`src/spi_boost_pkg.sv`:
```
/*
 * shared constants for the four-wire register link and the boost control block.
 * assumes a single 100 MHz clock on both ends.
 */
package spi_boost_pkg;
  // frame layout
  localparam int FRAME_BITS = 16;
  localparam int ADDR_BITS  = 7;
  localparam int DATA_BITS  = 8;
  // register addresses
  localparam logic [6:0] ADDR_VOLTAGE_CODE = 7'h05;
  localparam logic [6:0] ADDR_POWER_CTRL   = 7'h06;
  localparam logic [6:0] ADDR_RESULT_HI    = 7'h07;
  localparam logic [6:0] ADDR_RESULT_LO    = 7'h08;
  // general control fields
  localparam int BIT_CHIP_ACTIVE   = 0;
  localparam int BIT_BOOST_RUN     = 1;
  localparam int BIT_ADAPTIVE      = 2;
  localparam int BIT_ACTIVE_LOAD   = 3;
  localparam int BIT_COMP_SELECT   = 4;
  localparam int BIT_READOUT_SEL   = 5;
  // reset values
  localparam logic [7:0] RESET_POWER_CTRL   = 8'h04;
  localparam logic [7:0] RESET_VOLTAGE_CODE = 8'h05;
  // voltage code limits
  localparam logic [7:0] VCODE_MIN = 8'h05;
  localparam logic [7:0] VCODE_MAX = 8'h14;
  // timing
  localparam int  CLK_HZ         = 100_000_000;
  localparam int  SOFT_START_MS  = 50;
  localparam int  SOFT_START_CYC = CLK_HZ / 1000 * SOFT_START_MS;
  localparam int  SCK_HALF_CYC   = 4;
  // host command register map (apb)
  localparam logic [11:0] HOST_CMD    = 12'h000;
  localparam logic [11:0] HOST_STATUS = 12'h004;
  localparam logic [11:0] HOST_RDATA  = 12'h008;
endpackage : spi_boost_pkg

```
`src/spi_link_if.sv`:
```
/*
 * four-wire serial link between host and device.
 * assumes both ends on pclk; the device samples the pins through synchronisers.
 */
interface spi_link_if;
  logic sck;
  logic ss_n;
  logic mosi;
  logic miso;
  logic miso_oe;
  // device end
  modport device (input sck, input ss_n, input mosi, output miso, output miso_oe);
  // host end
  modport host (output sck, output ss_n, output mosi, input miso, input miso_oe);
endinterface : spi_link_if

```
`src/spi_boost_device.sv`:
```
/*
 * device end: serial slave, control registers and boost control logic.
 * assumes host keeps slave select low over a whole frame and high between frames.
 */
module spi_boost_device import spi_boost_pkg::*; #(
  parameter int SOFT_START = SOFT_START_CYC
) (
  // clock and reset
  input  wire logic        pclk,
  input  wire logic        presetn,
  // link pins
  spi_link_if.device       link,
  input  wire logic        if_select,
  // sensor results and driver feedback
  input  wire logic [11:0] first_sensor_input,
  input  wire logic [11:0] second_sensor_input,
  input  wire logic [2:0]  driver_low,
  input  wire logic [2:0]  driver_high,
  input  wire logic        high_current,
  input  wire logic        stand_alone,
  // converter controls
  output logic             chip_active,
  output logic             boost_run,
  output logic             boost_soft,
  output logic             active_load,
  output logic             comp_second,
  output logic [4:0]       boost_target,
  output logic             headroom_high
);

  ////////////////////////////////////////////////////////////////////////////
  // pin synchronisers
  logic [1:0] sck_s, ss_s, mosi_s, if_s;
  logic       sck_d;
  // interface select is a pin too; link ignored until it is seen high
  always_ff @(posedge pclk or negedge presetn) begin
    if (!presetn) begin
      sck_s  <= 2'b00;
      ss_s   <= 2'b11;
      mosi_s <= 2'b00;
      if_s   <= 2'b00;
      sck_d  <= 1'b0;
    end else begin
      sck_s  <= {sck_s[0], link.sck};
      ss_s   <= {ss_s[0], link.ss_n};
      mosi_s <= {mosi_s[0], link.mosi};
      if_s   <= {if_s[0], if_select};
      sck_d  <= sck_s[1];
    end
  end

  logic spi_mode;
  logic sck_rise, sck_fall, ss_high;
  assign spi_mode = if_s[1];
  assign ss_high  = ss_s[1] | ~spi_mode;
  assign sck_rise = sck_s[1] & ~sck_d;
  assign sck_fall = ~sck_s[1] & sck_d;

  ////////////////////////////////////////////////////////////////////////////
  // registers
  logic [7:0] power_ctrl, voltage_code;
  logic [15:0] shift_in;
  logic [4:0]  bit_count;
  logic        commit;
  assign commit = sck_rise & ~ss_high & (bit_count == 5'd15) & shift_in[7];

  function automatic logic [7:0] read_mux(input logic [6:0] a);
    logic [11:0] res;
    res = power_ctrl[BIT_READOUT_SEL] ? second_sensor_input : first_sensor_input;
    case (a)
      ADDR_VOLTAGE_CODE: read_mux = voltage_code;
      ADDR_POWER_CTRL:   read_mux = power_ctrl;
      ADDR_RESULT_HI:    read_mux = res[11:4];
      ADDR_RESULT_LO:    read_mux = {res[3:0], 4'h0};
      default:           read_mux = 8'h00;
    endcase
  endfunction : read_mux

  // register writes, only on a complete frame
  always_ff @(posedge pclk or negedge presetn) begin
    if (!presetn) begin
      power_ctrl   <= RESET_POWER_CTRL;
      voltage_code <= RESET_VOLTAGE_CODE;
    end else if (commit) begin
      case (shift_in[14:8])
        ADDR_POWER_CTRL:   power_ctrl <= {shift_in[6:0], mosi_s[1]};
        ADDR_VOLTAGE_CODE: voltage_code <= {shift_in[6:0], mosi_s[1]};
        default: ;
      endcase
    end
  end

  ////////////////////////////////////////////////////////////////////////////
  // serial receive and transmit
  logic [7:0] tx_byte;
  logic       tx_active;
  always_ff @(posedge pclk or negedge presetn) begin
    if (!presetn) begin
      shift_in  <= 16'h0000;
      bit_count <= 5'd0;
    end else if (ss_high) begin
      shift_in  <= 16'h0000;
      bit_count <= 5'd0;
    end else if (sck_rise && bit_count != 5'd16) begin
      shift_in  <= {shift_in[14:0], mosi_s[1]};
      bit_count <= bit_count + 5'd1;
    end
  end

  // read data out on falling edges after the direction bit
  always_ff @(posedge pclk or negedge presetn) begin
    if (!presetn) begin
      tx_byte   <= 8'h00;
      tx_active <= 1'b0;
    end else if (ss_high) begin
      tx_byte   <= 8'h00;
      tx_active <= 1'b0;
    end else if (sck_fall) begin
      if (bit_count == 5'd8 && !shift_in[0]) begin
        tx_byte   <= read_mux(shift_in[7:1]);
        tx_active <= 1'b1;
      end else if (tx_active && bit_count > 5'd8 && bit_count < 5'd16) begin
        tx_byte <= {tx_byte[6:0], 1'b0};
      end else if (bit_count == 5'd16) begin
        tx_active <= 1'b0;
      end
    end
  end
  assign link.miso    = tx_byte[7];
  assign link.miso_oe = tx_active;

  ////////////////////////////////////////////////////////////////////////////
  // boost control
  logic [$clog2(SOFT_START+1)-1:0] soft_count;
  logic [7:0] clamped;
  logic [4:0] adapt_code;
  logic       adaptive;

  assign chip_active = power_ctrl[BIT_CHIP_ACTIVE];
  assign boost_run   = power_ctrl[BIT_BOOST_RUN] & chip_active;
  assign active_load = power_ctrl[BIT_ACTIVE_LOAD];
  assign comp_second = power_ctrl[BIT_COMP_SELECT];
  assign adaptive    = power_ctrl[BIT_ADAPTIVE] | stand_alone;
  assign headroom_high = high_current;
  assign clamped = (voltage_code < VCODE_MIN) ? VCODE_MIN :
                   (voltage_code > VCODE_MAX) ? VCODE_MAX : voltage_code;

  // soft-start timer after boost_run (run bit and chip active both set) goes high
  always_ff @(posedge pclk or negedge presetn) begin
    if (!presetn) begin
      soft_count <= '0;
      boost_soft <= 1'b0;
    end else if (!boost_run) begin
      soft_count <= '0;
      boost_soft <= 1'b0;
    end else if (soft_count != SOFT_START[$bits(soft_count)-1:0]) begin
      soft_count <= soft_count + 1'b1;
      boost_soft <= 1'b1;
    end else begin
      boost_soft <= 1'b0;
    end
  end

  // adaptive target tracks lowest driver headroom
  always_ff @(posedge pclk or negedge presetn) begin
    if (!presetn) begin
      adapt_code <= VCODE_MIN[4:0];
    end else if (!adaptive) begin
      adapt_code <= clamped[4:0];
    end else if (|driver_low && adapt_code != VCODE_MAX[4:0]) begin
      adapt_code <= adapt_code + 5'd1;
    end else if (&driver_high && adapt_code != VCODE_MIN[4:0]) begin
      adapt_code <= adapt_code - 5'd1;
    end
  end

  // target register
  always_ff @(posedge pclk or negedge presetn) begin
    if (!presetn) begin
      boost_target <= VCODE_MIN[4:0];
    end else begin
      boost_target <= adaptive ? adapt_code : clamped[4:0];
    end
  end

endmodule : spi_boost_device

```
`src/flat_wrapper.sv`:
```
// flat-port wrapper written by rule: the top's interface ports become plain ports
module spi_boost_device_flat import spi_boost_pkg::*;
#(
  parameter int SOFT_START = SOFT_START_CYC
)
  (pclk, presetn, if_select, first_sensor_input, second_sensor_input, driver_low, driver_high, high_current, stand_alone, chip_active, boost_run, boost_soft, active_load, comp_second, boost_target, headroom_high, link_sck, link_ss_n, link_mosi, link_miso, link_miso_oe);
  spi_link_if link_i ();
  input  wire logic pclk;
  input  wire logic presetn;
  input  wire logic if_select;
  input  wire logic [11:0] first_sensor_input;
  input  wire logic [11:0] second_sensor_input;
  input  wire logic [2:0] driver_low;
  input  wire logic [2:0] driver_high;
  input  wire logic high_current;
  input  wire logic stand_alone;
  output logic chip_active;
  output logic boost_run;
  output logic boost_soft;
  output logic active_load;
  output logic comp_second;
  output logic [4:0] boost_target;
  output logic headroom_high;
  input wire logic [$bits(link_i.sck)-1:0] link_sck;
  input wire logic [$bits(link_i.ss_n)-1:0] link_ss_n;
  input wire logic [$bits(link_i.mosi)-1:0] link_mosi;
  output wire logic [$bits(link_i.miso)-1:0] link_miso;
  output wire logic [$bits(link_i.miso_oe)-1:0] link_miso_oe;
  assign link_i.sck = link_sck;
  assign link_i.ss_n = link_ss_n;
  assign link_i.mosi = link_mosi;
  assign link_miso = link_i.miso;
  assign link_miso_oe = link_i.miso_oe;
  spi_boost_device #(.SOFT_START(SOFT_START)) u_core (.pclk(pclk), .presetn(presetn), .link(link_i), .if_select(if_select), .first_sensor_input(first_sensor_input), .second_sensor_input(second_sensor_input), .driver_low(driver_low), .driver_high(driver_high), .high_current(high_current), .stand_alone(stand_alone), .chip_active(chip_active), .boost_run(boost_run), .boost_soft(boost_soft), .active_load(active_load), .comp_second(comp_second), .boost_target(boost_target), .headroom_high(headroom_high));
endmodule
```
`config.mk`:
```
export PLATFORM = sky130hd
export DESIGN_NAME = spi_boost_device_flat
export DESIGN_NICKNAME = d
export VERILOG_FILES = /design/src/spi_boost_pkg.sv /design/src/spi_link_if.sv /design/src/spi_boost_device.sv /design/src/flat_wrapper.sv
export SDC_FILE = /design/constraint.sdc
export NUM_CORES = 1
export LEC_CHECK = 0
export ABC_CLOCK_PERIOD_IN_PS = 6300
export BUFFER_PORTS_ARGS = -buffer_cell sky130_fd_sc_hd__buf_2
export CAP_MARGIN = 20
export CORE_ASPECT_RATIO = 0.8
export CORE_MARGIN = 5
export CORE_UTILIZATION = 62
export DETAILED_ROUTE_END_ITERATION = 10
export PLACE_DENSITY = 0.82
export SYNTH_ARGS = -nofsm -noshare
export SYNTH_HDL_FRONTEND = slang
export SYNTH_SLANG_ARGS = --single-unit
```
`constraint.sdc`:
```
create_clock -name pclk -period 6.3 [get_ports pclk]
set_input_delay 0.63 -clock pclk [delete_from_list [all_inputs] [get_ports pclk]]
set_output_delay 0.63 -clock pclk [all_outputs]
set_load 0.01 [all_outputs]
```
# --- Word level (Yosys, flattened, before mapping) ---
# Cells that the tools add are included.
# W data, S select, Z words.
op_classes:
  n_mux: 25
  n_addsub: 4
  n_bitwise: 12
  order_cmp: 4
  eq_ne: 16
  n_reduce_logical: 17
ops:
  columns: ["operator", "n"]
  rows:
  - ["$mux W23", 2]
  - ["$mux W5", 8]
  - ["$eq A7 B3 Y1 const B", 5]
  - ["$mux W8", 4]
  - ["$pmux W8 S4", 1]
  - ["$mux W15", 2]
  - ["$add A23 B1 Y23 const B", 1]
  - ["$ne A23 B23 Y1 const B", 1]
  - ["$mux W12", 1]
  - ["$add A5 B1 Y5 const B", 2]
  - ["$eq A5 B4 Y1 const B", 2]
  - ["$ne A5 B5 Y1 const B", 2]
  - ["$gt A8 B5 Y1 const B", 1]
  - ["$lt A8 B3 Y1 const B", 1]
  - ["$eq A7 B4 Y1 const B", 1]
  - ["$mux W1", 7]
  - ["$and A1 B1 Y1", 6]
  - ["$logic_and A1 B1 Y1", 6]
  - ["$reduce_and A2 Y1", 3]
  - ["$reduce_and A3 Y1", 2]
  - ["$reduce_bool A3 Y1", 2]
  - ["$eq A5 B5 Y1 const B", 1]
  - ["$gt A5 B4 Y1 const B", 1]
  - ["$lt A5 B5 Y1 const B", 1]
  - ["10 further kinds", 15]
totals:
  in_bits: 38
  word_cells: 93
  ff_bits: 88

# --- Logic depth before layout (Yosys ltp) ---
depth:
  word_depth: 7
  ltp_mapped: 9
  depth_no_buf: 9

# --- Worst setup path after synthesis ---
# OpenSTA, ideal clock, no wires.
synth_path:
  kind: "input port to flip-flop"
  startpoint: "in driver_low[1]"
  endpoint: "reg u_core.adapt_code[4]"
  slack_ns: 4.136
  arrival_ns: 2.037
  required_time_ns: 6.173
  setup_ns: 0.127
  path_buffers: 0
  stages: 9
  path_cell_list: "nor3_1 -> a21o_1 -> inv_1 -> fa_1 -> nand2b_1 -> a21oi_1 -> xor2_1 -> a21oi_1 -> o22ai_1"
synth_between:
  elab_chain_cells: 4
  word_cells_on_any_way: 5
synth_lines:
  columns: ["item", "line", "rtl"]
  rows:
  - ["from (decl)", "flat_wrapper.sv:13", "input wire logic [2:0] driver_low;"]
  - ["$reduce_or A3 Y1 (*)", "spi_boost_device.sv:170", "end else if (|driver_low && adapt_code != VCODE_MAX[4:0]) begin"]
  - ["$logic_and A1 B1 Y1 (*)", "spi_boost_device.sv:170", null]
  - ["$mux W5", "spi_boost_device.sv:170", null]
  - ["$mux W5", "spi_boost_device.sv:168", "end else if (!adaptive) begin"]
  - ["to (signal assigned)", "spi_boost_device.sv:167", "adapt_code <= VCODE_MIN[4:0];"]
  - ["to (signal assigned)", "spi_boost_device.sv:169", "adapt_code <= clamped[4:0];"]
  - ["to (signal assigned)", "spi_boost_device.sv:171", "adapt_code <= adapt_code + 5'd1;"]
  - ["to (decl)", "spi_boost_device.sv:136", "logic [4:0] adapt_code;"]
# Every way passes the cells marked *; elsewhere a longest branch is shown, timed or not.
# A chain may end at the register's enable or synchronous reset.

# --- Worst setup path in the final report ---
layout_path:
  startpoint: "reg u_core.adapt_code[2]"
  endpoint: "reg u_core.adapt_code[4]"
layout_between:
  elab_chain_cells: 4
  word_cells_on_any_way: 10
layout_lines:
  columns: ["item", "line"]
  rows:
  - ["$sub A5 B1 Y5 or $ne A5 B5 Y1 (tied branches)", "spi_boost_device.sv:173, spi_boost_device.sv:170"]
  - ["$mux W5 or $logic_and A1 B1 Y1 (tied branches)", "spi_boost_device.sv:172, spi_boost_device.sv:170"]
  - ["$mux W5", "spi_boost_device.sv:170"]
  - ["$mux W5", "spi_boost_device.sv:168"]
# Parallel ways exist; a longest one is shown, timed or not. The select of a mux whose other input is x is not followed.

==> summary.txt <==
Finish
  – Register Area: around 2200 sq um
  – Multi-input logic area: approximately 2100 sq um
  – Layout Area Growth over Synthesis: 11.2%
  – Fillers: 527
  – Share of layout cells above drive strength 1: between 20% and 30%
  – N_diodes: 0
  – Nets@finish: approximately 520

Power and ir drop
  – P per Cell Area: 230 nW/um^2
  – Logic pwr share: between 10% and 20%
  – Sequential power share: 52.9%
  – Int Pwr: 836 uW
  – Max IR drop VDD: 151 uV
  – Clk pwr share: 35.0%
  – Leakage power: between 2 and 2.5 nW
  – Sw Share: 27.1%
  – Net Switching: 311 uW
  – Power consumption: 1.15 mW

Clock tree
  – Clock Tree Buf Depth: 2
  – Cts hold-fix bufs: 0
  – Num CTS Buffers: 9
  – H-tree Lvls: 3
  – Post-CTS setup buffers: 0
  – Clk sinks: 88
  – CTS tree: yes
  – Clock Latency Late Sink: 0.37 ns
  – Clock Pin Slew Worst Setup and Hold Paths: 0.09 ns
  – Root Buffer: clkbuf_8
  – Resized cells post-CTS: 0

Detailed routing
  – Wirelength per Cell: between 15 and 20 um
  – Initial drt markers: 228
  – DR DRC count: 0
  – DR vias: 3,334
  – WL final: 9.08 mm
  – Detailed Routing Iterations Pass 1: 4
  – Via density: 5.93
  – DRT antenna net count: 0

Yosys
  – Unique masters post-synth: 56
  – Syn Area/Cell: 10.5 sq um
  – Register area share after synthesis: around half
  – Yosys warnings: 0
  – Number of synthesized register bits: a little under 90
  – Post-synth EDFFs: 0
  – Synth Cell Area: 4490 sq um
  – Ys async rst share: 100%
  – Ys flop type: dfrtp_1
  – Syn Nets: 475
  – Cells after Synth: roughly 430

Setup path
  – Worst setup SP type: flip-flop
  – R2R Setup Slk: 3.86 ns
  – R2r startpoint: u_core.adapt_code[2]$_DFFE_PN1P_
  – CP startpoint: u_core.adapt_code[2]$_DFFE_PN1P_
  – CP max FO: 6
  – Required @ worst endpoint: 6.59 ns
  – Setup Crit Path Kind: reg2reg
  – Setup crit end kind: flip-flop
  – Worst reg2reg endpoint: u_core.adapt_code[4]$_DFFE_PN0P_
  – Arrival @ worst endpoint: 2.73 ns
  – Worst R2R Path Depth: 9

Global route
  – Via count of the first global-routing pass: about 3,200
  – First-pass GRT wire length: ~15 mm
  – Initial antenna violation count: 0
  – GRT Overall Usage: 20.7%
  – Pin count of the biggest net entering global routing: 89
  – GRT overflow: 0

Floorplan
  – Die ar.: 9050 sq um
  – Die Width: 105 um
  – Core area: between 6000 and 7000 sq um
  – Initial Util: ~64%
  – Die Y: 86.1 um
  – Rows: 27
  – Ports: between 50 and 60

STA
  – Fmax: 410 MHz
  – Slew @ Worst Pin: 0.802 ns
  – RSZ-0062 raised after global routing: false
  – Final setup violation count: 0
  – Worst setup margin: a little under 4 ns
  – Final hold violations: 0
  – Part of the cycle the worst path needs: 38.7%
  – Crit path time final: ~2.4 ns
  – Hold Slack: 0.102 ns
  – Rel. slew slack: 46.4%
  – TNS Setup: 0 ns
  – Max-slew violations: 0
  – Layout Skew: about 0.0099 ns

Placed design
  – IO buf count: 48
  – Detailed Place HPWL: 6.13 mm
  – Setup WS pre-CTS: 3.74 ns
  – Global placement routability congestion: around 0.85

Hold path
  – Worst Hold Class: in2async

Outcome
  – Status: finished, final reports clean

Run
  – Max-cap viol count: 0
==> stage by stage <==
| stage | std cells | utilization, % | instance area [sq um] |
|---|---|---|---|
| detailed placement | 544 | 68.2 | 4740 |
| CTS | 560 | 71.1 | 4950 |
| global route | 562 | 71.7 | 4990 |
| global placement | 544 | 68.2 | 4740 |
| finish | 562 | 71.7 | 4990 |
| floorplan | 428 | - | 4490 |
==> worst max-delay path by stage <==
stage | to | slack, ns | depth (start not counted)
global route | u_core.adapt_code[4]$_DFFE_PN0P_ | 3.75 | 9
finish | u_core.adapt_code[4]$_DFFE_PN0P_ | 3.86 | 9
detailed placement | u_core.adapt_code[4]$_DFFE_PN0P_ | 3.74 | 10
global placement | u_core.adapt_code[4]$_DFFE_PN0P_ | 3.90 | 10
floorplan | u_core.adapt_code[4]$_DFFE_PN0P_ | 4.14 | 9
CTS | u_core.adapt_code[4]$_DFFE_PN0P_ | 3.89 | 9
==> layout by cell type, fill, tap and decap left out, drive strengths merged, types with 7 or more instances in the layout <==
| master | n |
|---|---|
| dfrtp | 79 |
| nor2 | 63 |
| buf | 51 |
| mux2i | 24 |
| nand2 | 22 |
| mux2 | 20 |
| xor2 | 18 |
| nand3 | 16 |
| a21oi | 16 |
| inv | 14 |
| o21ai | 13 |
| o22ai | 12 |
| a211oi | 9 |
| clkbuf | 9 |
| dfstp | 9 |
| nor3 | 9 |
| ha | 8 |
| nand2b | 7 |
| a22oi | 7 |
==> worst max-delay path: stages, from the launching register on <==
cell,delay [ns]
dfstp_2,0.59
nor4b_2,0.29
a21o_1,0.24
inv_1,0.07
fa_1,0.38
nand2b_1,0.18
a21oi_1,0.17
xor2_1,0.19
a21oi_1,0.10
o22ai_1,0.15
==> synthesized netlist by cell type (8+ instances only) <==
cell type  count  area, sq um
a211oi_1       9         67.6
o21ai_0       11         55.1
ha_1           8          100
dfrtp_1       79         1980
nand2_1       22         82.6
xor2_1        18          158
mux2i_1       24          240
nand3_1       16         80.1
inv_1         12         45.0
mux2_1        12          135
o22ai_1       12         75.1
clkbuf_1      10         37.5
a21oi_1       16         80.1
nor2_1        62          233
dfstp_2        9          236
mux2_2         8         90.1
==> cell type report <==
type / instances / share of cell area [%]
clock buffer: 9 / 2.48
clock inverter: 7 / 1.60
inverter: 12 / 0.902
multi-input combinational: 308 / 42.6
sequential: 88 / 44.3
tap: 87 / 2.18
timing repair buffer: 51 / 5.87
==> flip-flops by register name, indices dropped and copies added (netlist names), 2 cells and up <==
register,count
u_core.voltage_code,8
u_core.sck_s,2
u_core.boost_target,5
u_core.power_ctrl,8
u_core.soft_count,23
u_core.adapt_code,5
u_core.shift_in,15
u_core.if_s,2
u_core.ss_s,2
u_core.mosi_s,2
u_core.bit_count,5
u_core.tx_byte,8
==> routing by layer <==
metal	wire [um]	up-vias	global-route usage (%)
met1	4240	1603	28.6
met3	638	12	7.75
met2	4100	98	31.0
met4	102	0	5.46
li1	-	1621	-
met5	0	-	0
==> power groups by stage <==
stage	Clock (mW)	Combinational [mW]	Sequential, mW
after floorplan	0	0.0919	0.613
final	0.401	0.139	0.607
after detailed placement	0	0.134	0.617
after global placement	0	0.127	0.615
after global routing	0.436	0.153	0.610
after CTS	0.411	0.135	0.606
==> cell families after synthesis <==
kind of cell             after synthesis  share of synthesized area, %
XOR/XNOR                              24                          4.68
buffers and inverters                 32                          3.32
AO/OA/AOI/OAI                         74                          10.8
adder cells (fa/ha/maj)                9                          2.68
flip-flops                            88                          49.3
AND/OR/NAND/NOR                      157                          18.9
multiplexers                          44                          10.4
(Power assumes the default switching activity.)
